**src/core/backlight_cfg_pkg.sv**
```systemverilog
// constants for the backlight level, full-scale and ramp configuration registers
package backlight_cfg_pkg;

  // ==========================================================================
  // register offsets (byte index on the serial register port)
  localparam logic [7:0] OFF_BANK_B_LEVEL = 8'h04;
  localparam logic [7:0] OFF_BANK_A_FS = 8'h05;
  localparam logic [7:0] OFF_BANK_B_FS = 8'h06;
  localparam logic [7:0] OFF_POWER_TIMES = 8'h07;

  // ==========================================================================
  // reset values
  localparam logic [7:0] RST_BANK_B_LEVEL = 8'h00;
  localparam logic [7:0] RST_BANK_A_FS = 8'h1f;
  localparam logic [7:0] RST_BANK_B_FS = 8'h1f;
  localparam logic [7:0] RST_POWER_TIMES = 8'h00;

  // ==========================================================================
  // field positions
  localparam int HYST_BIT = 7;
  localparam int LOWER_BOUND_BIT = 6;
  localparam int FS_MSB = 4;
  localparam int START_MSB = 5;
  localparam int START_LSB = 3;
  localparam int SHUT_MSB = 2;
  localparam int SHUT_LSB = 0;

  // ==========================================================================
  // pwm sampler thresholds
  localparam logic [7:0] SAMP_STEP_HYST = 8'h03;
  localparam logic [7:0] SAMP_STEP_FINE = 8'h01;
  localparam logic [7:0] SAMP_FLOOR_CODE = 8'h06;
  localparam logic [7:0] SAMP_ZERO_MAX = 8'h01;

  // ==========================================================================
  // ramp times in microseconds, and clock rate
  localparam longint CLK_MHZ = 125;
  localparam longint T_START0_US = 4000;
  localparam longint T_SHUT0_US = 500;
  localparam longint T_C1_US = 261000;
  localparam longint T_C2_US = 522000;
  localparam longint T_C3_US = 1045000;
  localparam longint T_C4_US = 2091000;
  localparam longint T_C5_US = 4182000;
  localparam longint T_C6_US = 8364000;
  localparam longint T_C7_US = 16730000;

  // ==========================================================================
  // serial port
  localparam logic [6:0] DEV_ADDR_DEFAULT = 7'h2a; // arbitrary value
  localparam logic [3:0] BITS_PER_BYTE = 4'h8;

endpackage

```
**src/core/serial_reg_port.sv**
```systemverilog
// two-wire serial slave giving byte access to a register pointer
`timescale 1ns/100ps
`default_nettype none

module serial_reg_port (
  // clock and reset
  input wire logic ref_clk,
  input wire logic reset,
  // two-wire pins, open drain
  input wire logic scl_in,
  input wire logic sda_in,
  output logic sda_out,
  output logic sda_oe,
  // register side
  input wire logic [6:0] dev_addr,
  output logic [7:0] reg_addr,
  output logic [7:0] reg_wdata,
  output logic reg_wr,
  input wire logic [7:0] reg_rdata
);
  import backlight_cfg_pkg::*;

  typedef enum logic [2:0] {
    ST_IDLE = 3'b000,
    ST_ADDR = 3'b001,
    ST_ACK_A = 3'b010,
    ST_WRITE = 3'b011,
    ST_ACK_W = 3'b100,
    ST_READ = 3'b101,
    ST_RACK = 3'b110,
    ST_RLOAD = 3'b111
  } port_state_t;

  port_state_t state_r;
  logic scl_d_r, sda_d_r, rnw_r, first_r;
  logic [3:0] cnt_r;
  logic [7:0] shift_r, tx_r, ptr_r;
  logic scl_rise, scl_fall, start_cond, stop_cond;

  // ==========================================================================
  // edge and bus-condition detection
  always_ff @(posedge ref_clk) begin
    if (reset) begin
      scl_d_r <= 1'b1;
      sda_d_r <= 1'b1;
    end else begin
      scl_d_r <= scl_in;
      sda_d_r <= sda_in;
    end
  end

  assign scl_rise = scl_in & ~scl_d_r;
  assign scl_fall = ~scl_in & scl_d_r;
  assign start_cond = scl_in & scl_d_r & sda_d_r & ~sda_in;
  assign stop_cond = scl_in & scl_d_r & ~sda_d_r & sda_in;
  assign sda_out = 1'b0; // open drain: only ever pulls low
  assign reg_addr = ptr_r;

  // ==========================================================================
  // byte sequencer; sda only changes while scl is low
  always_ff @(posedge ref_clk) begin
    if (reset) begin
      state_r <= ST_IDLE;
      cnt_r <= 4'h0;
      shift_r <= 8'h00;
      tx_r <= 8'h00;
      ptr_r <= 8'h00;
      rnw_r <= 1'b0;
      first_r <= 1'b0;
      sda_oe <= 1'b0;
      reg_wr <= 1'b0;
      reg_wdata <= 8'h00;
    end else begin
      reg_wr <= 1'b0;
      if (stop_cond) begin
        state_r <= ST_IDLE;
        sda_oe <= 1'b0;
      end else if (start_cond) begin
        state_r <= ST_ADDR;
        cnt_r <= 4'h0;
        first_r <= 1'b1;
        sda_oe <= 1'b0;
      end else begin
        case (state_r)
          ST_ADDR, ST_WRITE: begin
            if (scl_rise) begin
              shift_r <= {shift_r[6:0], sda_in};
              cnt_r <= cnt_r + 4'h1;
            end else if (scl_fall && cnt_r == BITS_PER_BYTE) begin
              cnt_r <= 4'h0;
              if (state_r == ST_ADDR) begin
                if (shift_r[7:1] == dev_addr) begin
                  sda_oe <= 1'b1;
                  rnw_r <= shift_r[0];
                  state_r <= ST_ACK_A;
                end else begin
                  state_r <= ST_IDLE;
                end
              end else begin
                sda_oe <= 1'b1;
                state_r <= ST_ACK_W;
                if (first_r) begin
                  ptr_r <= shift_r; // first data byte sets the pointer
                  first_r <= 1'b0;
                end else begin
                  reg_wdata <= shift_r;
                  reg_wr <= 1'b1;
                end
              end
            end
          end
          ST_ACK_W: begin
            // step only after the strobed write has used the old pointer;
            // the pointer byte itself must not advance it
            if (reg_wr) begin
              ptr_r <= ptr_r + 8'h01; // auto increment after each data byte
            end
            if (scl_fall) begin
              sda_oe <= 1'b0;
              state_r <= ST_WRITE;
            end
          end
          ST_ACK_A, ST_RLOAD: begin
            if (scl_fall) begin
              if (state_r == ST_ACK_A && !rnw_r) begin
                sda_oe <= 1'b0;
                state_r <= ST_WRITE;
              end else begin
                sda_oe <= ~reg_rdata[7];
                tx_r <= {reg_rdata[6:0], 1'b0};
                ptr_r <= ptr_r + 8'h01;
                cnt_r <= 4'h1;
                state_r <= ST_READ;
              end
            end
          end
          ST_READ: begin
            if (scl_fall) begin
              if (cnt_r == BITS_PER_BYTE) begin
                sda_oe <= 1'b0;
                state_r <= ST_RACK;
              end else begin
                sda_oe <= ~tx_r[7];
                tx_r <= {tx_r[6:0], 1'b0};
                cnt_r <= cnt_r + 4'h1;
              end
            end
          end
          ST_RACK: begin
            if (scl_rise) begin
              state_r <= sda_in ? ST_IDLE : ST_RLOAD; // nack ends the read
            end
          end
          default: begin
            sda_oe <= 1'b0;
          end
        endcase
      end
    end
  end

endmodule
`default_nettype wire

```
**src/core/backlight_level_ramp_config.sv**
```systemverilog
// bank b level, full-scale current, pwm sampler and power ramp timing registers
`timescale 1ns/100ps
`default_nettype none

module backlight_level_ramp_config #(
  parameter longint unsigned START0_CYC = backlight_cfg_pkg::T_START0_US * backlight_cfg_pkg::CLK_MHZ,
  parameter longint unsigned SHUT0_CYC = backlight_cfg_pkg::T_SHUT0_US * backlight_cfg_pkg::CLK_MHZ,
  parameter longint unsigned C1_CYC = backlight_cfg_pkg::T_C1_US * backlight_cfg_pkg::CLK_MHZ,
  parameter longint unsigned C2_CYC = backlight_cfg_pkg::T_C2_US * backlight_cfg_pkg::CLK_MHZ,
  parameter longint unsigned C3_CYC = backlight_cfg_pkg::T_C3_US * backlight_cfg_pkg::CLK_MHZ,
  parameter longint unsigned C4_CYC = backlight_cfg_pkg::T_C4_US * backlight_cfg_pkg::CLK_MHZ,
  parameter longint unsigned C5_CYC = backlight_cfg_pkg::T_C5_US * backlight_cfg_pkg::CLK_MHZ,
  parameter longint unsigned C6_CYC = backlight_cfg_pkg::T_C6_US * backlight_cfg_pkg::CLK_MHZ,
  parameter longint unsigned C7_CYC = backlight_cfg_pkg::T_C7_US * backlight_cfg_pkg::CLK_MHZ
) (
  // clock and reset
  input wire logic ref_clk,
  input wire logic reset,
  // serial register port pins
  input wire logic scl_in,
  input wire logic sda_in,
  output logic sda_out,
  output logic sda_oe,
  input wire logic [6:0] dev_addr,
  // sleep status from the sleep control
  input wire logic sleep_status,
  // pwm duty code from the input measurement
  input wire logic [7:0] pwm_code,
  input wire logic pwm_code_valid,
  output logic [7:0] pwm_level,
  // ramp requests and status
  input wire logic start_req,
  input wire logic shut_req,
  output logic ramp_busy,
  output logic ramp_done,
  // codes to the current sinks
  output logic [7:0] bank_b_level,
  output logic [4:0] bank_a_full_scale,
  output logic [4:0] bank_b_full_scale
);
  import backlight_cfg_pkg::*;

  logic [7:0] reg_addr, reg_wdata, reg_rdata;
  logic reg_wr;
  logic hyst_r, lower_bound_r;
  logic [2:0] start_code_r, shut_code_r;
  logic [7:0] level_r, samp_r;
  logic [4:0] fs_a_r, fs_b_r;
  logic [31:0] ramp_cnt_r;
  logic [7:0] samp_bounded, samp_step;

  // true when a write lands on the given offset
  function automatic logic hit(input logic [7:0] addr, input logic [7:0] off, input logic wr);
    hit = wr && (addr == off);
  endfunction

  // ramp length in cycles for a code; code zero differs between start and shut
  function automatic logic [31:0] ramp_cycles(input logic [2:0] code, input logic is_start);
    case (code)
      3'h0: ramp_cycles = is_start ? 32'(START0_CYC) : 32'(SHUT0_CYC);
      3'h1: ramp_cycles = 32'(C1_CYC);
      3'h2: ramp_cycles = 32'(C2_CYC);
      3'h3: ramp_cycles = 32'(C3_CYC);
      3'h4: ramp_cycles = 32'(C4_CYC);
      3'h5: ramp_cycles = 32'(C5_CYC);
      3'h6: ramp_cycles = 32'(C6_CYC);
      default: ramp_cycles = 32'(C7_CYC);
    endcase
  endfunction

  // ==========================================================================
  // serial access
  serial_reg_port u_port (
    .ref_clk(ref_clk),
    .reset(reset),
    .scl_in(scl_in),
    .sda_in(sda_in),
    .sda_out(sda_out),
    .sda_oe(sda_oe),
    .dev_addr(dev_addr),
    .reg_addr(reg_addr),
    .reg_wdata(reg_wdata),
    .reg_wr(reg_wr),
    .reg_rdata(reg_rdata)
  );

  // ==========================================================================
  // bank b level; sleep freezes it so a wake-up resumes the old value
  always_ff @(posedge ref_clk) begin
    if (reset) begin
      level_r <= RST_BANK_B_LEVEL;
    end else if (hit(reg_addr, OFF_BANK_B_LEVEL, reg_wr) && !sleep_status) begin
      level_r <= reg_wdata; // no floor enforced, host keeps 04h minimum
    end
  end

  // full-scale and sampler controls; bit 5 is not stored
  always_ff @(posedge ref_clk) begin
    if (reset) begin
      fs_a_r <= RST_BANK_A_FS[FS_MSB:0];
      hyst_r <= RST_BANK_A_FS[HYST_BIT];
      lower_bound_r <= RST_BANK_A_FS[LOWER_BOUND_BIT];
    end else if (hit(reg_addr, OFF_BANK_A_FS, reg_wr)) begin
      fs_a_r <= reg_wdata[FS_MSB:0];
      hyst_r <= reg_wdata[HYST_BIT];
      lower_bound_r <= reg_wdata[LOWER_BOUND_BIT];
    end
  end

  always_ff @(posedge ref_clk) begin
    if (reset) begin
      fs_b_r <= RST_BANK_B_FS[FS_MSB:0];
    end else if (hit(reg_addr, OFF_BANK_B_FS, reg_wr)) begin
      fs_b_r <= reg_wdata[FS_MSB:0];
    end
  end

  // ramp selections
  always_ff @(posedge ref_clk) begin
    if (reset) begin
      start_code_r <= RST_POWER_TIMES[START_MSB:START_LSB];
      shut_code_r <= RST_POWER_TIMES[SHUT_MSB:SHUT_LSB];
    end else if (hit(reg_addr, OFF_POWER_TIMES, reg_wr)) begin
      start_code_r <= reg_wdata[START_MSB:START_LSB];
      shut_code_r <= reg_wdata[SHUT_MSB:SHUT_LSB];
    end
  end

  // ==========================================================================
  // read back; reserved bits and other offsets read zero
  always_comb begin
    case (reg_addr)
      OFF_BANK_B_LEVEL: reg_rdata = level_r;
      OFF_BANK_A_FS: reg_rdata = {hyst_r, lower_bound_r, 1'b0, fs_a_r};
      OFF_BANK_B_FS: reg_rdata = {3'h0, fs_b_r};
      OFF_POWER_TIMES: reg_rdata = {2'h0, start_code_r, shut_code_r};
      default: reg_rdata = 8'h00;
    endcase
  end

  // ==========================================================================
  // pwm sampler: lower bound folds small codes, hysteresis widens the step
  always_comb begin
    if (lower_bound_r || pwm_code > SAMP_FLOOR_CODE) begin
      samp_bounded = pwm_code;
    end else if (pwm_code <= SAMP_ZERO_MAX) begin
      samp_bounded = 8'h00;
    end else begin
      samp_bounded = SAMP_FLOOR_CODE;
    end
    samp_step = hyst_r ? SAMP_STEP_FINE : SAMP_STEP_HYST;
  end

  // small jitter on the duty measure would otherwise flicker the output
  always_ff @(posedge ref_clk) begin
    if (reset) begin
      samp_r <= 8'h00;
    end else if (pwm_code_valid) begin
      if ((samp_bounded >= samp_r + samp_step && samp_r <= 8'hff - samp_step) ||
          (samp_r >= samp_bounded + samp_step && samp_bounded <= 8'hff - samp_step) ||
          (samp_bounded == 8'h00 && samp_r != 8'h00)) begin
        samp_r <= samp_bounded;
      end
    end
  end

  // ==========================================================================
  // ramp timer; a new request restarts it with the latest selection
  always_ff @(posedge ref_clk) begin
    if (reset) begin
      ramp_cnt_r <= 32'h0;
      ramp_busy <= 1'b0;
      ramp_done <= 1'b0;
    end else begin
      ramp_done <= 1'b0;
      if (start_req) begin
        ramp_cnt_r <= ramp_cycles(start_code_r, 1'b1) - 32'h1;
        ramp_busy <= 1'b1;
      end else if (shut_req) begin
        ramp_cnt_r <= ramp_cycles(shut_code_r, 1'b0) - 32'h1;
        ramp_busy <= 1'b1;
      end else if (ramp_busy) begin
        if (ramp_cnt_r == 32'h0) begin
          ramp_busy <= 1'b0;
          ramp_done <= 1'b1;
        end else begin
          ramp_cnt_r <= ramp_cnt_r - 32'h1;
        end
      end
    end
  end

  assign bank_b_level = level_r;
  assign bank_a_full_scale = fs_a_r;
  assign bank_b_full_scale = fs_b_r;
  assign pwm_level = samp_r;

endmodule
`default_nettype wire

```
**config.mk**
```make
export PLATFORM = sky130hd
export DESIGN_NAME = backlight_level_ramp_config
export DESIGN_NICKNAME = d
export VERILOG_FILES = /design/src/core/backlight_cfg_pkg.sv /design/src/core/serial_reg_port.sv /design/src/core/backlight_level_ramp_config.sv
export SDC_FILE = /design/constraint.sdc
export NUM_CORES = 1
export LEC_CHECK = 0
export ABC_AREA = 0
export BUFFER_PORTS_ARGS = -buffer_cell sky130_fd_sc_hd__clkbuf_2
export CELL_PAD_IN_SITES_DETAIL_PLACEMENT = 2
export CELL_PAD_IN_SITES_GLOBAL_PLACEMENT = 2
export CORE_MARGIN = 3
export CORE_UTILIZATION = 33
export DETAILED_ROUTE_END_ITERATION = 8
export PLACE_DENSITY_LB_ADDON = 0.1
export SLEW_MARGIN = 10
export SYNTH_ARGS = -nofsm -noshare
export SYNTH_HDL_FRONTEND = slang
export SYNTH_SLANG_ARGS = --single-unit
```
**constraint.sdc**
```tcl
create_clock -name ref_clk -period 4.1 [get_ports ref_clk]
set_input_delay 0.205 -clock ref_clk [delete_from_list [all_inputs] [get_ports ref_clk]]
set_output_delay 0.205 -clock ref_clk [all_outputs]
set_load 0.005 [all_outputs]
```
==> results.sh <==
export IMPL_fin_ws_ns=0.314
export IMPL_syn_nets=1027
export IMPL_drt_iter0_markers=382
export IMPL_timing_rr_end="pwm_level[5]"
export IMPL_fin_nets=1045
export IMPL_synthTopCellsByArea="dfxtp_1 30%, a21oi_1 6.1%, nand2_1 5.6%"
export IMPL_fmax_mhz=264
export IMPL_setup_viol_count_final=0
export IMPL_rsz0062_at_grt="false"
export IMPL_path_clk_slew_ns=0.08
export IMPL_hold_viol=0
export IMPL_ant_nets=0
export IMPL_yosys_area_top_type="dfxtp_1"
export IMPL_netlist_cell_type_count=82
export IMPL_cts_sinks=112
export IMPL_via_per_inst=5.78
export IMPL_die_w_um=156
export IMPL_r2r_start="lower_bound_r"
export IMPL_min_delay_start="scl_in"
export IMPL_track_usage=0.231
export IMPL_synth_seq_area_share=0.301
export IMPL_drt_pass1_iterations=5
export IMPL_hold_path_end="u_port.scl_d_r"
export IMPL_crit_required_ns=4.35
export IMPL_relSlewSlack=0.304
export IMPL_rows=54
export IMPL_ctsHtreeMaxLevel=3
export IMPL_finClkSkew_ns=0.0173
export IMPL_fin_crit_sh=0.923
export IMPL_tns_ns=0
export IMPL_antenna_found_initial=0
export IMPL_yosys_register_bits=112
export IMPL_fp_dieH_um=156
export IMPL_ys_flop_type="dfxtp_1"
export IMPL_cts_buffers=9
export IMPL_critPathArrivalTime_ns=4.04
export IMPL_drive_gt1_frac=0.126
export IMPL_slew_violations=0
export IMPL_power_density_mw_per_mm2=304
export IMPL_crit_path_start_kind="input pin"
export IMPL_critical_path_max_fanout=8
export IMPL_whs_ns=0.118
export IMPL_period_minus_slack_ns=3.79
export IMPL_worst_r2r_path_depth=16
export IMPL_grt_pass1_vias=7914
export IMPL_fin_util=0.376
export IMPL_diodes=0
export IMPL_hold_path_class="input pin to flip-flop"
export IMPL_area_growth_pct=10.9
export IMPL_total_leakage_power_nw=3.24
export IMPL_critical_path_class="input pin to flip-flop"
export IMPL_port_buffer_count=51
export IMPL_hpwlAfterDp_um=20300
export IMPL_synth_area_mm2=0.00744
export IMPL_rrSetupSlack_ns=0.33
export IMPL_syn_inst=969
export IMPL_grt_pass1_wl_um=44800
export IMPL_io_pins=53
export IMPL_syn_avg_cell_area_um2=7.68
export IMPL_grt_max_degree=49
export IMPL_clk_insertion_delay_late_ns=0.37
export IMPL_worst_pin_slew_ns=1.04
export IMPL_vias=7356
export IMPL_gp_congestion=0.853
export IMPL_synth_async_reset_ratio=0
export IMPL_synth_top_area_frac=0.301
export IMPL_synth_edff_count=0
export IMPL_status="finished clean"
export IMPL_post_place_ws_ns=-0.0900
export IMPL_wire_per_inst_um=21.7
export IMPL_fin_area_mm2=0.00825
export IMPL_clockBufferDepth=2
export IMPL_holdPathStages=2
export IMPL_wirelength_um=27600
export IMPL_cts_root_buffer="clkbuf_16"
export IMPL_ir_drop_v=0.000162
export IMPL_cts_tree="built"
export IMPL_postPlaceCellArea_mm2=0.00794
export IMPL_endpoint_kind="flip-flop"
export IMPL_max_cap_violations=0
export IMPL_start_util=0.339
export IMPL_core_mm2=0.0220
export IMPL_grt_overflow=0
export IMPL_cts_hold_fix_buffers=0
export IMPL_die_area_mm2=0.0244
export IMPL_ys_warnings_count=0
export IMPL_drcViolationCount=0
==> report_power, final <==
group	switching [mW]	leakage, nW	internal [mW]
Sequential	0.0473	0.911	1.12
Combinational	0.252	2.18	0.156
Clock	0.485	0.152	0.454
==> routing by layer <==
metal  track usage  vias up  share of wire
met3        0.0294       26          0.031
met2         0.398      121           0.48
met5             0        -              0
met4        0.0500        0          0.012
li1              -     3532              -
met1         0.310     3677           0.48
==> logic make-up (layout without fill, tap and decap cells) <==
group	after synthesis	in the layout	share of synthesized area
AO/OA/AOI/OAI	265	265	0.234
AND/OR/NAND/NOR	385	385	0.252
buffers and inverters	92	115	0.0516
flip-flops	112	112	0.301
other	1	1	0.000504
multiplexers	31	31	0.0424
XOR/XNOR	47	47	0.0553
adder cells (fa/ha/maj)	36	36	0.0624
==> area by class of cell <==
cell class | instances | area [µm²]
clock buffer | 10 | 239
clock inverter | 6 | 67.6
fill | 2587 | 13700
inverter | 24 | 90.1
multi-input combinational | 765 | 4820
sequential | 112 | 2240
tap | 280 | 350
timing repair buffer | 75 | 438
==> synthesized netlist by cell type, types with 21 or more instances <==
library cell / instances
nor2_1: 102
nand2_1: 111
a31oi_1: 23
ha_1: 33
mux2i_1: 27
o21ai_0: 31
nand3_1: 51
a22oi_1: 25
inv_1: 22
xnor2_1: 26
clkbuf_1: 46
a21oi_1: 91
xor2_1: 21
dfxtp_1: 112
==> placed cells by master (no fill, tap or decap), types with 7 or more instances in the layout <==
cell / Yosys / layout
a211oi_1: 15 / 15
a21o_1: 7 / 7
a21oi_1: 91 / 90
a22oi_1: 25 / 25
a31o_2: 12 / 12
a31oi_1: 23 / 23
and3_1: 10 / 10
buf_4: 4 / 25
clkbuf_16: 0 / 9
clkbuf_2: 0 / 50
dfxtp_1: 112 / 112
ha_1: 33 / 33
inv_1: 22 / 22
mux2i_1: 27 / 26
nand2_1: 111 / 111
nand2b_1: 9 / 9
nand3_1: 51 / 51
nand4_1: 10 / 10
nor2_1: 102 / 101
nor2b_1: 17 / 17
nor3_1: 17 / 17
nor4_1: 12 / 12
o21ai_0: 31 / 31
xnor2_1: 26 / 26
xor2_1: 21 / 21
==> critical path, cell delays in order <==
cell and delay (ns):
clkbuf_2 0.09, or4_1 0.59, nor3_2 0.24, a21oi_2 0.13, inv_1 0.09, ha_1 0.25
a31oi_1 0.26, nor2_1 0.11, and3_1 0.21, xnor2_1 0.12, ha_1 0.32, a2111o_1 0.42
a31oi_1 0.15, o21ai_0 0.12, a22oi_1 0.23, buf_4 0.21, a21oi_1 0.09, a31o_2 0.22
==> flip-flops by register name (all words and copies together), names as in the netlist, 3 cells and up <==
name,count
u_port.reg_wdata,8
u_port.state_r,3
u_port.tx_r,7
bank_b_level,8
start_code_r,3
u_port.reg_addr,8
shut_code_r,3
ramp_cnt_r,32
u_port.shift_r,8
u_port.cnt_r,4
bank_b_full_scale,5
pwm_level,8
bank_a_full_scale,5
==> per-stage QoR <==
step / power (mW) / instances
after floorplan: 1.44 / 969
after global placement: 1.58 / 1256
after detailed placement: 1.60 / 1256
after CTS: 2.56 / 1272
after global routing: 2.65 / 1272
final: 2.51 / 1272
==> timing repair <==
item | 4_1_cts | 5_1_grt
gates resized for setup | 0 | 2
setup buffers | 0 | 0
setup endpoints to repair | 0 | 8
==> how the worst max path moves through the flow <==
stage / from / endpoint / slack [ns] / depth (start not counted)
floorplan: pwm_code[6] / pwm_level[3] / 0.24 / 17
global placement: pwm_code[6] / pwm_level[2] / 0.06 / 17
detailed placement: pwm_code[6] / pwm_level[5] / -0.09 / 18
CTS: lower_bound_r / pwm_level[5] / 0.20 / 16
global route: pwm_code[6] / pwm_level[2] / 0.03 / 18
finish: pwm_code[6] / pwm_level[5] / 0.31 / 18
(Power assumes the default switching activity.)
